File: src/design/iod_pkg.sv
// constants and types shared by the instruction operand decoder
package iod_pkg;

  // apb register byte offsets
  localparam logic [7:0] OFF_INSTR     = 8'h00;
  localparam logic [7:0] OFF_AUX       = 8'h04;
  localparam logic [7:0] OFF_CARRY_OUT = 8'h08;
  localparam logic [7:0] OFF_WREG      = 8'h0c;
  localparam logic [7:0] OFF_IODATA    = 8'h10;
  localparam logic [7:0] OFF_STATUS    = 8'h14;
  localparam logic [7:0] OFF_PC        = 8'h18;
  localparam logic [7:0] OFF_BANK      = 8'h1c;
  localparam logic [7:0] OFF_RESULT    = 8'h20;

  // instruction fields, bit 0 of the format is word bit 15
  localparam int OPC_LO  = 13;
  localparam int SRC_LO  = 8;
  localparam int RL_LO   = 5;
  localparam int DST_LO  = 0;
  localparam int ADDR_LO = 0;
  localparam int LIT8_LO = 0;
  localparam int LIT5_LO = 0;

  localparam logic [2:0] OPC_JUMP     = 3'h7;
  localparam logic [2:0] OPC_XFER_MAX = 3'h3;
  localparam logic [2:0] OPC_XEC_LO   = 3'h4;
  localparam logic [2:0] OPC_XEC_HI   = 3'h6;

  // operand codes
  localparam logic [4:0] CODE_AUX                   = 5'h00;
  localparam logic [4:0] CODE_WORK_LO               = 5'h01;
  localparam logic [4:0] CODE_WORK_HI               = 5'h06;
  localparam logic [4:0] CODE_LEFT_SELECT           = 5'h07;
  localparam logic [4:0] CODE_CARRY_OUT             = 5'h08;
  localparam logic [4:0] CODE_WORKING_REGISTER_NINE = 5'h09;
  localparam logic [4:0] CODE_RIGHT_SELECT          = 5'h0f;
  localparam logic [1:0] IO_LEFT_HI                 = 2'h2;
  localparam logic [1:0] IO_RIGHT_HI                = 2'h3;

  // carry sits at format bit 7, the least significant bit
  localparam int         CARRY_BIT     = 0;
  localparam logic [2:0] BYTE_MSB      = 3'h7;
  localparam logic [2:0] LEN_FULL_CODE = 3'h0;
  localparam logic [3:0] LEN_FULL      = 4'h8;

  // status register field positions
  localparam int ST_SKIND  = 0;
  localparam int ST_DKIND  = 3;
  localparam int ST_JUMP   = 6;
  localparam int ST_SERR   = 7;
  localparam int ST_DERR   = 8;
  localparam int ST_IOMODE = 9;
  localparam int ST_RL     = 10;
  localparam int ST_OPC    = 13;
  localparam int ST_LIT    = 16;
  localparam int ST_LIT5   = 24;

  // reset values
  localparam logic [15:0] RST_INSTR = 16'h0000;
  localparam logic [7:0]  RST_BYTE  = 8'h00;
  localparam logic [12:0] RST_PC    = 13'h0000;

  typedef enum logic [2:0] {
    K_AUX   = 3'h0,
    K_WORK  = 3'h1,
    K_LSEL  = 3'h2,
    K_CARRY = 3'h3,
    K_NONE  = 3'h4,
    K_RSEL  = 3'h5,
    K_IOL   = 3'h6,
    K_IOR   = 3'h7
  } iod_kind_t;

endpackage

File: src/design/iod_decoder.sv
// apb instruction operand decoder top
//
// Decided for this implementation: the APB register port and the register offsets.
`timescale 1ns/1ns
module iod_decoder
  import iod_pkg::*;
(
  input  wire logic        core_clk_i,          // 10 mhz core clock
  input  wire logic        sys_rst_i,           // sync reset, high
  input  wire logic        psel_i,              // apb select
  input  wire logic        penable_i,           // apb enable
  input  wire logic        pwrite_i,            // apb write
  input  wire logic [7:0]  paddr_i,             // apb byte address
  input  wire logic [31:0] pwdata_i,            // apb write data
  input  wire logic [3:0]  pstrb_i,             // apb byte strobes
  output logic      [31:0] prdata_o,            // apb read data
  output logic             pready_o,            // apb ready
  output logic             pslverr_o,           // apb error
  output logic      [12:0] pc_o,                // program address
  output logic             pc_load_o,           // jump load pulse
  output logic      [7:0]  alu_operand_o,       // alu second operand
  output logic      [7:0]  left_bank_select_o,  // left bank device
  output logic      [7:0]  right_bank_select_o  // right bank device
);

  typedef struct packed {
    logic [15:0] instr;
    logic        exec;
    logic [7:0]  aux;
    logic        carry_out_register;
    logic [7:0]  wreg;
    logic [7:0]  io_left;
    logic [7:0]  io_right;
    logic [12:0] pc;
    logic        pc_load;
    logic [7:0]  lsel;
    logic [7:0]  rsel;
    logic [7:0]  result;
    logic [7:0]  mask;
    iod_kind_t   skind;
    iod_kind_t   dkind;
    logic        jump;
    logic        serr;
    logic        derr;
    logic        iomode;
    logic [2:0]  rl;
    logic [2:0]  opc;
    logic [7:0]  literal;
    logic        lit5;
    logic [31:0] prdata;
  } iod_state_t;

  iod_state_t  st_q;
  iod_state_t  st_d;
  logic        hit;
  logic [31:0] rd_val;
  logic [31:0] status_w;
  logic [2:0]  opc;
  logic [4:0]  src;
  logic [4:0]  dst;
  logic [2:0]  rl;
  iod_kind_t   sk;
  iod_kind_t   dk;
  logic        sio;
  logic        dio;
  logic        serr;
  logic        derr;
  logic [7:0]  src_val;
  logic [7:0]  fu_value;
  logic [7:0]  fu_mask;
  logic [7:0]  fu_place;
  logic        wr;
  logic [31:0] wdat;
  logic [31:0] instr_w;

  function automatic iod_kind_t kind_of(input logic [4:0] c);
    if (c[4:3] == IO_LEFT_HI) begin
      kind_of = K_IOL;
    end else if (c[4:3] == IO_RIGHT_HI) begin
      kind_of = K_IOR;
    end else if (c == CODE_AUX) begin
      kind_of = K_AUX;
    end else if (c == CODE_LEFT_SELECT) begin
      kind_of = K_LSEL;
    end else if (c == CODE_CARRY_OUT) begin
      kind_of = K_CARRY;
    end else if (c == CODE_RIGHT_SELECT) begin
      kind_of = K_RSEL;
    end else if ((c >= CODE_WORK_LO && c <= CODE_WORK_HI) ||
                 c == CODE_WORKING_REGISTER_NINE) begin
      kind_of = K_WORK;
    end else begin
      kind_of = K_NONE;
    end
  endfunction

  // merge only the strobed byte lanes
  function automatic logic [31:0] lanes(input logic [31:0] old,
                                        input logic [31:0] nw,
                                        input logic [3:0]  strb);
    lanes = old;
    for (int i = 0; i < 4; i++) begin
      if (strb[i]) begin
        lanes[8*i +: 8] = nw[8*i +: 8];
      end
    end
  endfunction

  // field split of the held instruction
  always_comb begin
    opc  = st_q.instr[OPC_LO +: 3];
    src  = st_q.instr[SRC_LO +: 5];
    rl   = st_q.instr[RL_LO +: 3];
    dst  = st_q.instr[DST_LO +: 5];
    sk   = kind_of(src);
    dk   = kind_of(dst);
    sio  = (sk == K_IOL) || (sk == K_IOR);
    dio  = (dk == K_IOL) || (dk == K_IOR);
    serr = (sk == K_LSEL) || (sk == K_RSEL);
    derr = (dk == K_CARRY);
    case (sk)
      K_AUX:   src_val = st_q.aux;
      K_WORK:  src_val = st_q.wreg;
      K_CARRY: src_val = 8'({7'h00, st_q.carry_out_register} << CARRY_BIT);
      K_IOL:   src_val = st_q.io_left;
      K_IOR:   src_val = st_q.io_right;
      default: src_val = RST_BYTE;
    endcase
  end

  iod_field_unit u_field (
    .src_i     (src_val),
    .rl_i      (rl),
    .src_pos_i (src[2:0]),
    .dst_pos_i (dst[2:0]),
    .src_io_i  (sio),
    .dst_io_i  (dio),
    .value_o   (fu_value),
    .mask_o    (fu_mask),
    .place_o   (fu_place)
  );

  always_comb begin
    status_w                   = 32'h0000_0000;
    status_w[ST_SKIND +: 3]    = st_q.skind;
    status_w[ST_DKIND +: 3]    = st_q.dkind;
    status_w[ST_JUMP]          = st_q.jump;
    status_w[ST_SERR]          = st_q.serr;
    status_w[ST_DERR]          = st_q.derr;
    status_w[ST_IOMODE]        = st_q.iomode;
    status_w[ST_RL +: 3]       = st_q.rl;
    status_w[ST_OPC +: 3]      = st_q.opc;
    status_w[ST_LIT +: 8]      = st_q.literal;
    status_w[ST_LIT5]          = st_q.lit5;
  end

  // address decode for both read mux and error answer
  always_comb begin
    hit    = 1'b1;
    rd_val = 32'h0000_0000;
    if (paddr_i == OFF_INSTR) begin
      rd_val = {16'h0000, st_q.instr};
    end else if (paddr_i == OFF_AUX) begin
      rd_val = {24'h00_0000, st_q.aux};
    end else if (paddr_i == OFF_CARRY_OUT) begin
      rd_val[CARRY_BIT] = st_q.carry_out_register;
    end else if (paddr_i == OFF_WREG) begin
      rd_val = {24'h00_0000, st_q.wreg};
    end else if (paddr_i == OFF_IODATA) begin
      rd_val = {16'h0000, st_q.io_right, st_q.io_left};
    end else if (paddr_i == OFF_STATUS) begin
      rd_val = status_w;
    end else if (paddr_i == OFF_PC) begin
      rd_val = {19'h0_0000, st_q.pc};
    end else if (paddr_i == OFF_BANK) begin
      rd_val = {16'h0000, st_q.rsel, st_q.lsel};
    end else if (paddr_i == OFF_RESULT) begin
      rd_val = {16'h0000, st_q.mask, st_q.result};
    end else begin
      hit = 1'b0;
    end
  end

  always_comb begin
    st_d         = st_q;
    st_d.exec    = 1'b0;
    st_d.pc_load = 1'b0;
    wr           = psel_i && penable_i && pwrite_i && hit;
    wdat         = lanes(32'h0000_0000, pwdata_i, pstrb_i);
    instr_w      = lanes({16'h0000, st_q.instr}, pwdata_i, pstrb_i);
    // read data captured in setup so it stands through the access phase
    if (psel_i && !penable_i) begin
      st_d.prdata = rd_val;
    end
    if (wr) begin
      if (paddr_i == OFF_INSTR) begin
        st_d.instr = instr_w[15:0];
        st_d.exec  = 1'b1;
      end else if (paddr_i == OFF_AUX && pstrb_i[0]) begin
        st_d.aux = wdat[7:0];
      end else if (paddr_i == OFF_CARRY_OUT && pstrb_i[0]) begin
        st_d.carry_out_register = wdat[CARRY_BIT];
      end else if (paddr_i == OFF_WREG && pstrb_i[0]) begin
        st_d.wreg = wdat[7:0];
      end else if (paddr_i == OFF_IODATA) begin
        if (pstrb_i[0]) begin
          st_d.io_left = wdat[7:0];
        end
        if (pstrb_i[1]) begin
          st_d.io_right = wdat[15:8];
        end
      end
    end
    // execution outranks a software write in the same cycle
    if (st_q.exec) begin
      st_d.jump = (opc == OPC_JUMP);
      st_d.opc  = opc;
      if (opc == OPC_JUMP) begin
        st_d.pc      = st_q.instr[ADDR_LO +: 13];
        st_d.pc_load = 1'b1;
      end else begin
        st_d.skind   = sk;
        st_d.dkind   = dk;
        st_d.serr    = serr;
        st_d.derr    = derr;
        st_d.rl      = rl;
        st_d.iomode  = sio || dio;
        st_d.result  = fu_value;
        st_d.mask    = fu_mask;
        st_d.lit5    = sio && (opc >= OPC_XEC_LO);
        if (sio && (opc >= OPC_XEC_LO)) begin
          st_d.literal = {3'h0, st_q.instr[LIT5_LO +: 5]};
        end else begin
          st_d.literal = st_q.instr[LIT8_LO +: 8];
        end
        // illegal source or destination codes move nothing
        if (opc <= OPC_XFER_MAX && !serr && !derr) begin
          case (dk)
            K_AUX:   st_d.aux  = fu_value;
            K_LSEL:  st_d.lsel = fu_value;
            K_RSEL:  st_d.rsel = fu_value;
            K_IOL:   st_d.io_left  = (st_q.io_left & ~fu_mask) | fu_place;
            K_IOR:   st_d.io_right = (st_q.io_right & ~fu_mask) | fu_place;
            default: st_d.wreg = st_q.wreg;
          endcase
        end
      end
    end
  end

  always_ff @(posedge core_clk_i) begin
    if (sys_rst_i) begin
      st_q <= '0;
    end else begin
      st_q <= st_d;
    end
  end

  assign prdata_o            = st_q.prdata;
  assign pready_o            = 1'b1;
  assign pslverr_o           = psel_i && penable_i && !hit;
  assign pc_o                = st_q.pc;
  assign pc_load_o           = st_q.pc_load;
  assign alu_operand_o       = st_q.aux;
  assign left_bank_select_o  = st_q.lsel;
  assign right_bank_select_o = st_q.rsel;

  logic [15:0] aux_rot;
  assign aux_rot = {st_q.aux, st_q.aux} >> rl;

  jump_load_a: assert property (
    @(posedge core_clk_i) disable iff (sys_rst_i)
    st_q.exec && opc == OPC_JUMP |=>
      pc_load_o && pc_o == $past(st_q.instr[12:0]) ##1 !pc_load_o)
    else $error("jump did not load the program address");

  field_split_a: assert property (
    @(posedge core_clk_i) disable iff (sys_rst_i)
    st_q.exec && opc != OPC_JUMP |=>
      st_q.rl == $past(st_q.instr[7:5]) &&
      st_q.skind == kind_of($past(st_q.instr[12:8])))
    else $error("operand fields split wrongly");

  aux_write_a: assert property (
    @(posedge core_clk_i) disable iff (sys_rst_i)
    st_q.exec && opc <= OPC_XFER_MAX && dst == CODE_AUX && !serr |=>
      alu_operand_o == st_q.result)
    else $error("aux destination not written");

  work_kind_a: assert property (
    @(posedge core_clk_i) disable iff (sys_rst_i)
    st_q.exec && opc != OPC_JUMP && src == CODE_WORKING_REGISTER_NINE |=>
      st_q.skind == K_WORK)
    else $error("working register code misdecoded");

  left_sel_a: assert property (
    @(posedge core_clk_i) disable iff (sys_rst_i)
    st_q.exec && opc <= OPC_XFER_MAX && dst == CODE_LEFT_SELECT && !serr
      |=> left_bank_select_o == st_q.result)
    else $error("left bank select not written");

  right_src_a: assert property (
    @(posedge core_clk_i) disable iff (sys_rst_i)
    st_q.exec && opc != OPC_JUMP && src == CODE_RIGHT_SELECT |=>
      st_q.serr && $stable(right_bank_select_o))
    else $error("right select accepted as source");

  carry_read_a: assert property (
    @(posedge core_clk_i) disable iff (sys_rst_i)
    st_q.exec && opc != OPC_JUMP && src == CODE_CARRY_OUT &&
      rl == 3'h0 && !dio |=>
      st_q.result == 8'({7'h00, $past(st_q.carry_out_register)}
                        << CARRY_BIT))
    else $error("carry read in wrong position");

  io_bank_a: assert property (
    @(posedge core_clk_i) disable iff (sys_rst_i)
    st_q.exec && opc != OPC_JUMP && src[4] |=>
      st_q.skind == ($past(src[3]) ? K_IOR : K_IOL))
    else $error("i/o bank misdecoded");

  field_pos_a: assert property (
    @(posedge core_clk_i) disable iff (sys_rst_i)
    st_q.exec && opc != OPC_JUMP && dio |=>
      st_q.mask[BYTE_MSB - $past(dst[2:0])] && st_q.mask != 8'h00)
    else $error("i/o field position wrong");

  rotate_a: assert property (
    @(posedge core_clk_i) disable iff (sys_rst_i)
    st_q.exec && opc != OPC_JUMP && sk == K_AUX && dk == K_WORK |=>
      st_q.result == $past(aux_rot[7:0]) && !st_q.iomode)
    else $error("register rotate wrong");

  length_mode_a: assert property (
    @(posedge core_clk_i) disable iff (sys_rst_i)
    st_q.exec && opc >= OPC_XEC_LO && opc <= OPC_XEC_HI && sio |=>
      st_q.iomode && st_q.lit5 && st_q.literal[7:5] == 3'h0)
    else $error("i/o length mode or literal wrong");

endmodule // iod_decoder

File: src/design/iod_field_unit.sv
// rotate and bit field extract/place for one operand transfer
`timescale 1ns/1ns
module iod_field_unit
  import iod_pkg::*;
(
  input  wire logic [7:0] src_i,     // source byte
  input  wire logic [2:0] rl_i,      // rotate/length operand
  input  wire logic [2:0] src_pos_i, // source low digit
  input  wire logic [2:0] dst_pos_i, // destination low digit
  input  wire logic       src_io_i,  // source is an i/o field
  input  wire logic       dst_io_i,  // destination is an i/o field
  output logic      [7:0] value_o,   // right aligned value
  output logic      [7:0] mask_o,    // field mask in the byte
  output logic      [7:0] place_o    // value placed under mask, or right aligned when only the source is i/o
);

  logic [15:0] dbl;
  logic [3:0]  len;
  logic [2:0]  sshift;
  logic [2:0]  dshift;
  logic [8:0]  lmask9;
  logic [7:0]  lmask;

  always_comb begin
    dbl    = {src_i, src_i} >> rl_i;
    len    = (rl_i == LEN_FULL_CODE) ? LEN_FULL : {1'b0, rl_i};
    sshift = BYTE_MSB - src_pos_i;
    dshift = BYTE_MSB - dst_pos_i;
    lmask9 = (9'h001 << len) - 9'h001;
    lmask  = lmask9[7:0];
    if (!src_io_i && !dst_io_i) begin
      value_o = dbl[7:0];
      mask_o  = 8'hff;
      place_o = dbl[7:0];
    end else begin
      value_o = src_io_i ? ((src_i >> sshift) & lmask) : (src_i & lmask);
      if (dst_io_i) begin
        mask_o  = 8'(lmask << dshift);
        place_o = 8'(value_o << dshift) & mask_o;
      end else begin
        mask_o  = src_io_i ? 8'(lmask << sshift) : lmask;
        place_o = value_o;
      end
    end
  end

endmodule // iod_field_unit

File: config.mk
export PLATFORM = sky130hd
export DESIGN_NAME = iod_decoder
export DESIGN_NICKNAME = d
export VERILOG_FILES = /design/src/design/iod_pkg.sv /design/src/design/iod_decoder.sv /design/src/design/iod_field_unit.sv
export SDC_FILE = /design/constraint.sdc
export NUM_CORES = 1
export LEC_CHECK = 0
export ABC_AREA = 1
export BUFFER_PORTS_ARGS = -buffer_cell sky130_fd_sc_hd__buf_2
export CAP_MARGIN = 10
export CORE_ASPECT_RATIO = 0.6
export CORE_MARGIN = 4
export CORE_UTILIZATION = 53
export DETAILED_ROUTE_END_ITERATION = 6
export PLACE_DENSITY_LB_ADDON = 0.2
export REMOVE_ABC_BUFFERS = 1
export SLEW_MARGIN = 20
export SYNTH_ARGS = -nofsm -noshare
export SYNTH_HDL_FRONTEND = slang
export SYNTH_SLANG_ARGS = --single-unit
File: constraint.sdc
create_clock -name core_clk_i -period 2.34 [get_ports core_clk_i]
set_clock_uncertainty 0.1 [all_clocks]
set_input_delay 0.351 -clock core_clk_i [delete_from_list [all_inputs] [get_ports core_clk_i]]
set_output_delay 0.351 -clock core_clk_i [all_outputs]
set_load 0.1 [all_outputs]
-- After elaboration in Yosys (flattened, before gate mapping)
Index checks and enable logic that the tools add are counted.
- register bits: 153
- bits of input ports: 49
- output and inout bits: 72
- logic and storage cells: 201
- add/subtract/negate cells: 3
- $lt $le $gt $ge: 6
- equality and inequality tests: 33
- shift operators: 6
- muxes and demuxes: 73
- bitwise operators: 13
- reductions and logical operators: 42
- operator list (kind ; count):
    $mux 32 ; 7
    $mux 8 ; 22
    $mux 95 ; 1
    $mux 24 ; 3
    $mux 33 ; 2
    $mux 16 ; 4
    $mux 3 ; 14
    $and 8x8->8 ; 5
    $pmux 8 s5 ; 1
    $mux 38 ; 1
    $eq 8x5->1 const B ; 4
    $mux 31 ; 1
    $eq 5x4->1 const B ; 6
    $mux 25 ; 1
    $shl 8x3->8 ; 3
    $eq 3x3->1 const B ; 7
    $eq 8x4->1 const B ; 2
    $or 8x8->8 ; 2
    $shr 16x3->8 ; 1
    $logic_and 1x1->1 ; 14
    $mux 14 ; 1
    $eq 3x2->1 const B ; 4
    $mux 1 ; 12
    $reduce_and 4->1 ; 3
    28 further kinds ; 55

-- Logic depth before layout (Yosys ltp)
Gate-level depths: netlist of run 1.
- depth in word-level cells: 24
- gate-level depth with buffers: 19
- depth with buffers taken out: 18

-- Hierarchy
From an unflattened synthesis of run 1, not the netlist that was laid out.
- cell total of the unflattened synthesis: 1544
- area, all modules: 9643.0 µm²
- by module, submodules not included (module ; times used ; cells an instance ; area each (µm²) ; seq. area each (µm²)):
    iod_decoder ; 1 ; 1191 ; 7937.6 ; 2922.8
    iod_field_unit ; 1 ; 353 ; 1705.4 ; 0.0

-- Worst setup path before layout of run 1
No wires, ideal clock.
- kind: input to output
- start: input port paddr_i[5]
- end: output port pslverr_o
- data arrival time: 2.356 ns
- required time: 1.889 ns
- path slack: -0.467 ns
- stages on the path: 8
- cells stage by stage: inv_1 > nand3_2 > inv_1 > nand2_2 > nand2_2 > nor3_1 > nand3_2 > nor2_1
- word-level cells in the longest chain between the ends: 12
- elaborated cells between the ends (all ways): 20
- ends and longest elaborated chain (item ; line ; text):
    from (decl) ; iod_decoder.sv:13 ; input wire logic [7:0] paddr_i,
    $eq 8x6->1 ; iod_decoder.sv:177 ; end else if (paddr_i == OFF_RESULT) begin
    $mux 1 ; iod_decoder.sv:177 ;
    $mux 1 ; iod_decoder.sv:175 ; end else if (paddr_i == OFF_BANK) begin
    $mux 1 ; iod_decoder.sv:173 ; end else if (paddr_i == OFF_PC) begin
    $mux 1 ; iod_decoder.sv:171 ; end else if (paddr_i == OFF_STATUS) begin
    $mux 1 ; iod_decoder.sv:169 ; end else if (paddr_i == OFF_IODATA) begin
    $mux 1 ; iod_decoder.sv:167 ; end else if (paddr_i == OFF_WREG) begin
    $mux 1 ; iod_decoder.sv:165 ; end else if (paddr_i == OFF_CARRY_OUT) begin
    $mux 1 ; iod_decoder.sv:163 ; end else if (paddr_i == OFF_AUX) begin
    $mux 1 * ; iod_decoder.sv:161 ; if (paddr_i == OFF_INSTR) begin
    $logic_not 1->1 * ; iod_decoder.sv:261 ; assign pslverr_o = psel_i && penable_i && !hit;
    $logic_and 1x1->1 * ; iod_decoder.sv:261 ;
    to (decl) ; iod_decoder.sv:18 ; output logic pslverr_o,
Every way passes the cells marked *; elsewhere a longest branch is shown, timed or not.

-- Final worst setup path of run 1
- start: register st_q (netlist bit src[1])
- end: register st_q[106] (netlist name)
- word-level cells in the longest chain between the ends: 24
- elaborated cells between the ends (all ways): 52
- ends and longest elaborated chain (item ; line ; text):
    from (decl) ; iod_decoder.sv:53 ; iod_state_t st_q;
    from (signal assigned) ; iod_decoder.sv:255 ; st_q <= st_d;
    $ge 5x1->1 or $le 5x3->1 (tied branches) ; iod_decoder.sv:89 ; end else if ((c >= CODE_WORK_LO && c <= CODE_WORK_HI) ||
    $logic_and 1x1->1 ; iod_decoder.sv:89 ;
    $logic_or 1x1->1 ; iod_decoder.sv:89 ;
    $mux 3 ; iod_decoder.sv:89 ;
    $mux 3 ; iod_decoder.sv:87 ; end else if (c == CODE_RIGHT_SELECT) begin
    $mux 3 ; iod_decoder.sv:85 ; end else if (c == CODE_CARRY_OUT) begin
    $mux 3 ; iod_decoder.sv:83 ; end else if (c == CODE_LEFT_SELECT) begin
    $mux 3 ; iod_decoder.sv:81 ; end else if (c == CODE_AUX) begin
    [... 8 more ...] ; n/a ;
    $and 8x8->8 ; iod_field_unit.sv:39 ; place_o = 8'(value_o << dshift) & mask_o;
    $mux 8 ; iod_field_unit.sv:37 ; if (dst_io_i) begin
    $mux 8 ; iod_field_unit.sv:31 ; if (!src_io_i && !dst_io_i) begin
    $or 8x8->8 ; iod_decoder.sv:243 ; K_IOR: st_d.io_right = (st_q.io_right & ~fu_mask) | fu_place;
    $mux 8 ; iod_decoder.sv:238 ; case (dk)
    $mux 24 * ; iod_decoder.sv:237 ; if (opc <= OPC_XFER_MAX && !serr && !derr) begin
    $mux 24 * ; iod_decoder.sv:218 ; if (opc == OPC_JUMP) begin
    $mux 95 * ; iod_decoder.sv:215 ; if (st_q.exec) begin
Marked as above.
A chain may end at the register's enable or synchronous reset.

==> summary.txt, run 1 <==
status = complete, but fails checks
failing checks = setup timing
post-synthesis instance area = 9010 um2
Worst IR Drop VDD = 0.000445 V
initial antenna violation count = 2
drt pass-1 iters = 6
top-count cell post-synth = nand2_1
Netlist cell types = 54
Worst-Skew Late Latency = 0.44 ns
grt total ovfl = 0
CP peak stage delay = 0.36 ns
PnR worst setup slack = -0.153 ns
slew margin rel. = 0.568
global-route wire length before repair = 57,500 um
placed insts = 1,747
CTS sink cnt = 146
number of cell rows = 36
pin count of the biggest net entering global routing = 35
synthesis-to-finish area growth = 32.2%
min-delay worst type = input port to flip-flop
H-tree levels = 4
die area = 19,200 um2
commonest register cell after synthesis = dfxtp_1
Final Slew Violations = 0
Tmin final = 2.49 ns
DP Worst Slack = -0.455 ns
Fin. Hold Viols = 0
sequential area share after synthesis = 0.324
Placeable Area = 16,400 um2
drt wl/cell = 21.9 um
f_max = 401 MHz
Syn. warnings = 0
Port Buf Inserts = 94
area leader, netlist = dfxtp_1
Mapped Cells = 1,359
nets = 1,603
Filler cells = 1,370
number of flops mapped to enable cells by yosys = 0
CP required = 2.62 ns
main area contributors after synthesis = dfxtp_1 (32%), nand2_1 (10%), o21ai_0 (8.7%), inv_1 (6.7%), buf_4 (6.3%)
final wirelength = 39,300 um
leakage power = 5.35 nW
Worst setup SP type = flip-flop
cell area after layout = 11,900 um2
setup tns final = -2.19 ns
clk buf depth = 2
post-route clock period utilization = 1.07
top post-synthesis cells by count = nand2_1 (240), inv_1 (160), o21ai_0 (156)
Max Cap Violations = 0
IO Pins = 121
layout cells sized above 1 = 0.339
placed inst area = 10,600 um2
cts bufs inserted = 17
share of the synthesized area in the top cell type = 0.324
start of the worst register-to-register path = src[1]$_SDFFE_PP0P_
Die H = 109 um
Final Non-Filler Cells = 1,794
ant diodes = 0
crit path max-delay cell type = dfxtp_4
DP Wirelength = 29,400 um
Avg Vias per Cell = 6.15
Crit Path Category = flip-flop to flip-flop
CTS root buffer = clkbuf_16
Cell Chain, Critical Path = nor2_4 > nand2_2 > buf_6 > nor2_4 > nand2_2 > nand4_1 > nand2_1 > nand2_1 > nand2_1 > nand2_2 > nand4_1 > nand3_1 > buf_4 > nand3b_1 > nand3_1 > nand3_1 > inv_1
Initial DRC Count = 1,820
crit path max fanout = 5
Setup Viol. Count Final = 35
Hold Crit Start = pwdata_i[15]
Worst EP arrival = 2.78 ns
All-Layer GR Usage = 0.395
routability cong. = 1.10
register area = 2950 um2
Die W = 176 um
multi-input logic area = 5210 um2
drt drc = 0
Avg Inst Size Synth = 6.63 um2
clock-pin slew on the worst setup and hold paths = 0.07 ns
vias in the first global route = 9,832
vias = 11.0k
Seq cells post-synth = 146
CP endpoint kind = flip-flop
Post-DRT Antenna Nets = 0
pwr dens = 471 nW/um2
TritonCTS clock tree = done
RSZ-0062 raised after global routing = true
Post-synth ARST share = 0
initial core utilization = 0.548
Setup crit start = src[1]$_SDFFE_PP0P_
actual slew at the worst max-slew pin = 0.632 ns
[worst max-delay path, delay by kind of cell (launching register included)]
family | cells | cell delay [ns]
flip-flops | 1 | 0.36
buffers and inverters | 3 | 0.31
AND/OR/NAND/NOR | 14 | 1.66
[power by group]
group          internal [W]  switching [W]
clock network       0.00150        0.00126
logic             0.0000785       0.000283
registers           0.00248     0.00000652
total               0.00406        0.00155
[area by class of cell]
cell class	count	share of cell area
inverter	180	0.0571
multi-input combinational	903	0.437
tap	228	0.0239
clock buffer	18	0.0360
clock inverter	14	0.0121
timing repair buffer	304	0.186
sequential	146	0.248
timing repair inverter	1	0.000525
[metrics by stage]
step	total power (W)	hold slack (ns)	util
final	0.00561	0.0847	0.725
after global routing	0.00571	0.112	0.725
after global placement	0.00290	0.332	0.642
after detailed placement	0.00290	0.350	0.642
after CTS	0.00559	0.0809	0.699
after floorplan	0.00276	0.320	-
[flip-flops by register name, summed over array words and instances (netlist names)]
name / count
right_bank_select_o: 8
pc_load_o: 1
src: 5
alu_operand_o: 8
prdata_o: 25
rl: 3
pc_o: 13
left_bank_select_o: 8
opc: 3
dst: 5
st_q: 67
[what timing repair did]
| item | in CTS | in global routing |
|---|---|---|
| pin swaps | 34 | 21 |
| setup endpoints to repair | 60 | 60 |
| gates resized for setup | 96 | 113 |
| cloned | 1 | 1 |
| buffers inserted | 10 | 3 |
| hold buffers | 0 | 0 |
[metal layers]
| metal | vias up | GRT usage | wire length [um] |
|---|---|---|---|
| met5 | - | 0 | 28 |
| met4 | 4 | 0.136 | 1470 |
| met3 | 140 | 0.136 | 6450 |
| met2 | 900 | 0.524 | 14700 |
| met1 | 5082 | 0.586 | 16600 |
| li1 | 4904 | - | - |
[worst paths after layout]
path,to,slack [ns],cells after the start
setup / recovery,st_q[106]$_SDFF_PP0_,-0.15,17
hold reg to reg,prdata_o[18]$_SDFFE_PP0P_,0.36,2
hold / removal,opc[2]$_SDFFE_PP0P_,0.08,3
setup reg to reg,st_q[106]$_SDFF_PP0_,-0.15,17
[placed cells by master, fill, tap and decap left out, types with 25 or more instances in the layout]
cell     count
a21oi_1     96
buf_2       93
buf_4      186
dfxtp_1    135
inv_1      153
nand2_1    198
nand2_2     43
nand3_1     68
nand3_2     25
nor2_1      69
o21ai_0    136
o22ai_1     31
[kinds of logic after synthesis]
family / count (synthesis) / synth area share
buffers and inverters: 318 / 0.166
and+or+nand+nor: 485 / 0.244
muxes: 5 / 0.00708
AOI/OAI and AO/OA: 401 / 0.256
xor gates and xnor gates: 1 / 0.000972
DFF: 146 / 0.324
adders and majority gates: 1 / 0.00139
other: 2 / 0.000833
Note: power is estimated with default switching activity, not from simulation.
==> run 2: changes to the inputs <==
--- a/config.mk
+++ b/config.mk
@@ -18,3 +18,4 @@
 export SYNTH_ARGS = -nofsm -noshare
 export SYNTH_HDL_FRONTEND = slang
 export SYNTH_SLANG_ARGS = --single-unit
+export TNS_END_PERCENT = 30
==> summary.txt, run 2 (synthesis gave the netlist of run 1 again) <==
status = complete, but fails checks
failing checks = setup timing
die area = 19,200 um2
leakage power = 5.32 nW
f_max = 405 MHz
crit path max fanout = 5
min-delay worst type = input port to flip-flop
internal power = 0.00406 W
hold buffer count at cts = 0
drt pass-1 iters = 6
drt drc = 0
nets = 1,602
slew margin rel. = 0.571
CTS root buffer = clkbuf_16
TritonCTS clock tree = done
Fin. Hold Viols = 0
Tmin final = 2.47 ns
met2 routed WL = 14,500 um
Worst IR Drop VDD = 0.000445 V
grt total ovfl = 0
final wirelength = 39,000 um
Initial DRC Count = 1,774
Final Slew Violations = 0
setup tns final = -2.39 ns
All-Layer GR Usage = 0.394
IO Pins = 121
Avg Vias per Cell = 6.13
largest reg by FF count = st_q
initial core utilization = 0.548
clock-pin slew on the worst setup and hold paths = 0.07 ns
P_sw = 0.00154 W
number of cell rows = 36
Die W = 176 um
PnR worst setup slack = -0.127 ns
switching share of power = 0.275
actual slew at the worst max-slew pin = 0.627 ns
vias = 11.0k
initial antenna violation count = 2
pin count of the biggest net entering global routing = 35
cts bufs inserted = 17
clk buf depth = 2
combinational power share = 0.064
share of power burned in registers = 0.445
DP Wirelength = 29,400 um
CTS sink cnt = 146
Crit Path Category = flip-flop to flip-flop
Worst EP arrival = 2.72 ns
CP required = 2.60 ns
Max Cap Violations = 0
final core utilization = 0.713
RSZ-0062 raised after global routing = true
synthesis-to-finish area growth = 30.0%
routability cong. = 1.10
Worst-Skew Late Latency = 0.43 ns
vias in the first global route = 9,816
Placeable Area = 16,400 um2
clock share of power = 0.491
global-route wire length before repair = 57,500 um
post-route clock period utilization = 1.05
max reg flops = 67
Die H = 109 um
met1 WL = 16,200 um
CP endpoint kind = flip-flop
Post-DRT Antenna Nets = 0
commonest non-fill, non-tap cell in the layout = nand2_1
layout cells sized above 1 = 0.316
drt wl/cell = 21.7 um
Worst setup SP type = flip-flop
top sig layer = met5
most frequent cells in the layout = nand2_1 (210), buf_4 (192), inv_1 (157), o21ai_0 (136), dfxtp_1 (135)
Setup Viol. Count Final = 40
H-tree levels = 4
pwr dens = 478 nW/um2
Port Buf Inserts = 94
Filler cells = 1,418
DR WL met3 = 6760 um
-- run 2: cell type report --
class	count	area, um2	area share
clock buffer	18	429	0.0366
multi-input combinational	903	5040	0.430
timing repair buffer	303	2180	0.186
clock inverter	14	144	0.0123
tap	228	285	0.0244
antenna	1	2.50	0.000214
timing repair inverter	1	6.26	0.000534
sequential	146	2950	0.252
inverter	180	681	0.0581
-- run 2: worst paths after layout --
check / slack [ns] / cells after the start / start / endpoint
worst max-delay path: -0.13 / 13 / src[3]$_SDFFE_PP0P_ / st_q[111]$_SDFF_PP0_
worst min-delay path: 0.09 / 3 / pwdata_i[15] / opc[2]$_SDFFE_PP0P_
worst max register to register: -0.13 / 13 / src[3]$_SDFFE_PP0P_ / st_q[111]$_SDFF_PP0_
worst min register to register: 0.36 / 2 / st_q[33]$_SDFFE_PP0P_ / st_q[33]$_SDFFE_PP0P_
-- run 2: power by group through the flow --
stage / registers [W] / logic, W / clock network, W
2_1_floorplan: 0.00262 / 0.000137 / 0
3_3_place_gp: 0.00256 / 0.000341 / 0
3_5_place_dp: 0.00256 / 0.000345 / 0
4_1_cts: 0.00250 / 0.000350 / 0.00274
5_1_grt: 0.00249 / 0.000372 / 0.00285
6_report: 0.00249 / 0.000360 / 0.00275
-- run 2: repair_timing --
item	CTS	global route
pin swaps	31	20
buffers inserted	9	3
endpoints found under the hold margin	0	0
gates resized for setup	92	64
setup endpoints to repair	60	60
cloned	1	1
-- run 2: critical path, stage by stage, from the launching register on --
cell	delay, ns
dfxtp_2	0.35
nor2_2	0.15
buf_4	0.13
inv_2	0.06
nor2_4	0.25
nand2_1	0.14
o2111ai_2	0.16
or2_1	0.23
buf_4	0.13
nand4_1	0.17
nand2_2	0.11
buf_4	0.18
nand2_2	0.10
a21oi_2	0.13
-- run 2: layer usage --
metal	global-route usage	vias up
li1	-	4906
met1	0.589	4989
met2	0.522	959
met3	0.132	142
met4	0.137	2
met5	0	-
-- run 2: stage by stage --
stage	cells	instance area (um2)	hold WS, ns	setup WS [ns]	power [W]
detailed placement	1747	10600	0.350	-0.455	0.00290
finish	1794	11700	0.0878	-0.127	0.00560
global route	1793	11700	0.112	-0.219	0.00572
CTS	1789	11500	0.0809	-0.0343	0.00559
global placement	1747	10600	0.332	-0.473	0.00290
floorplan	1228	8220	0.320	-0.619	0.00276
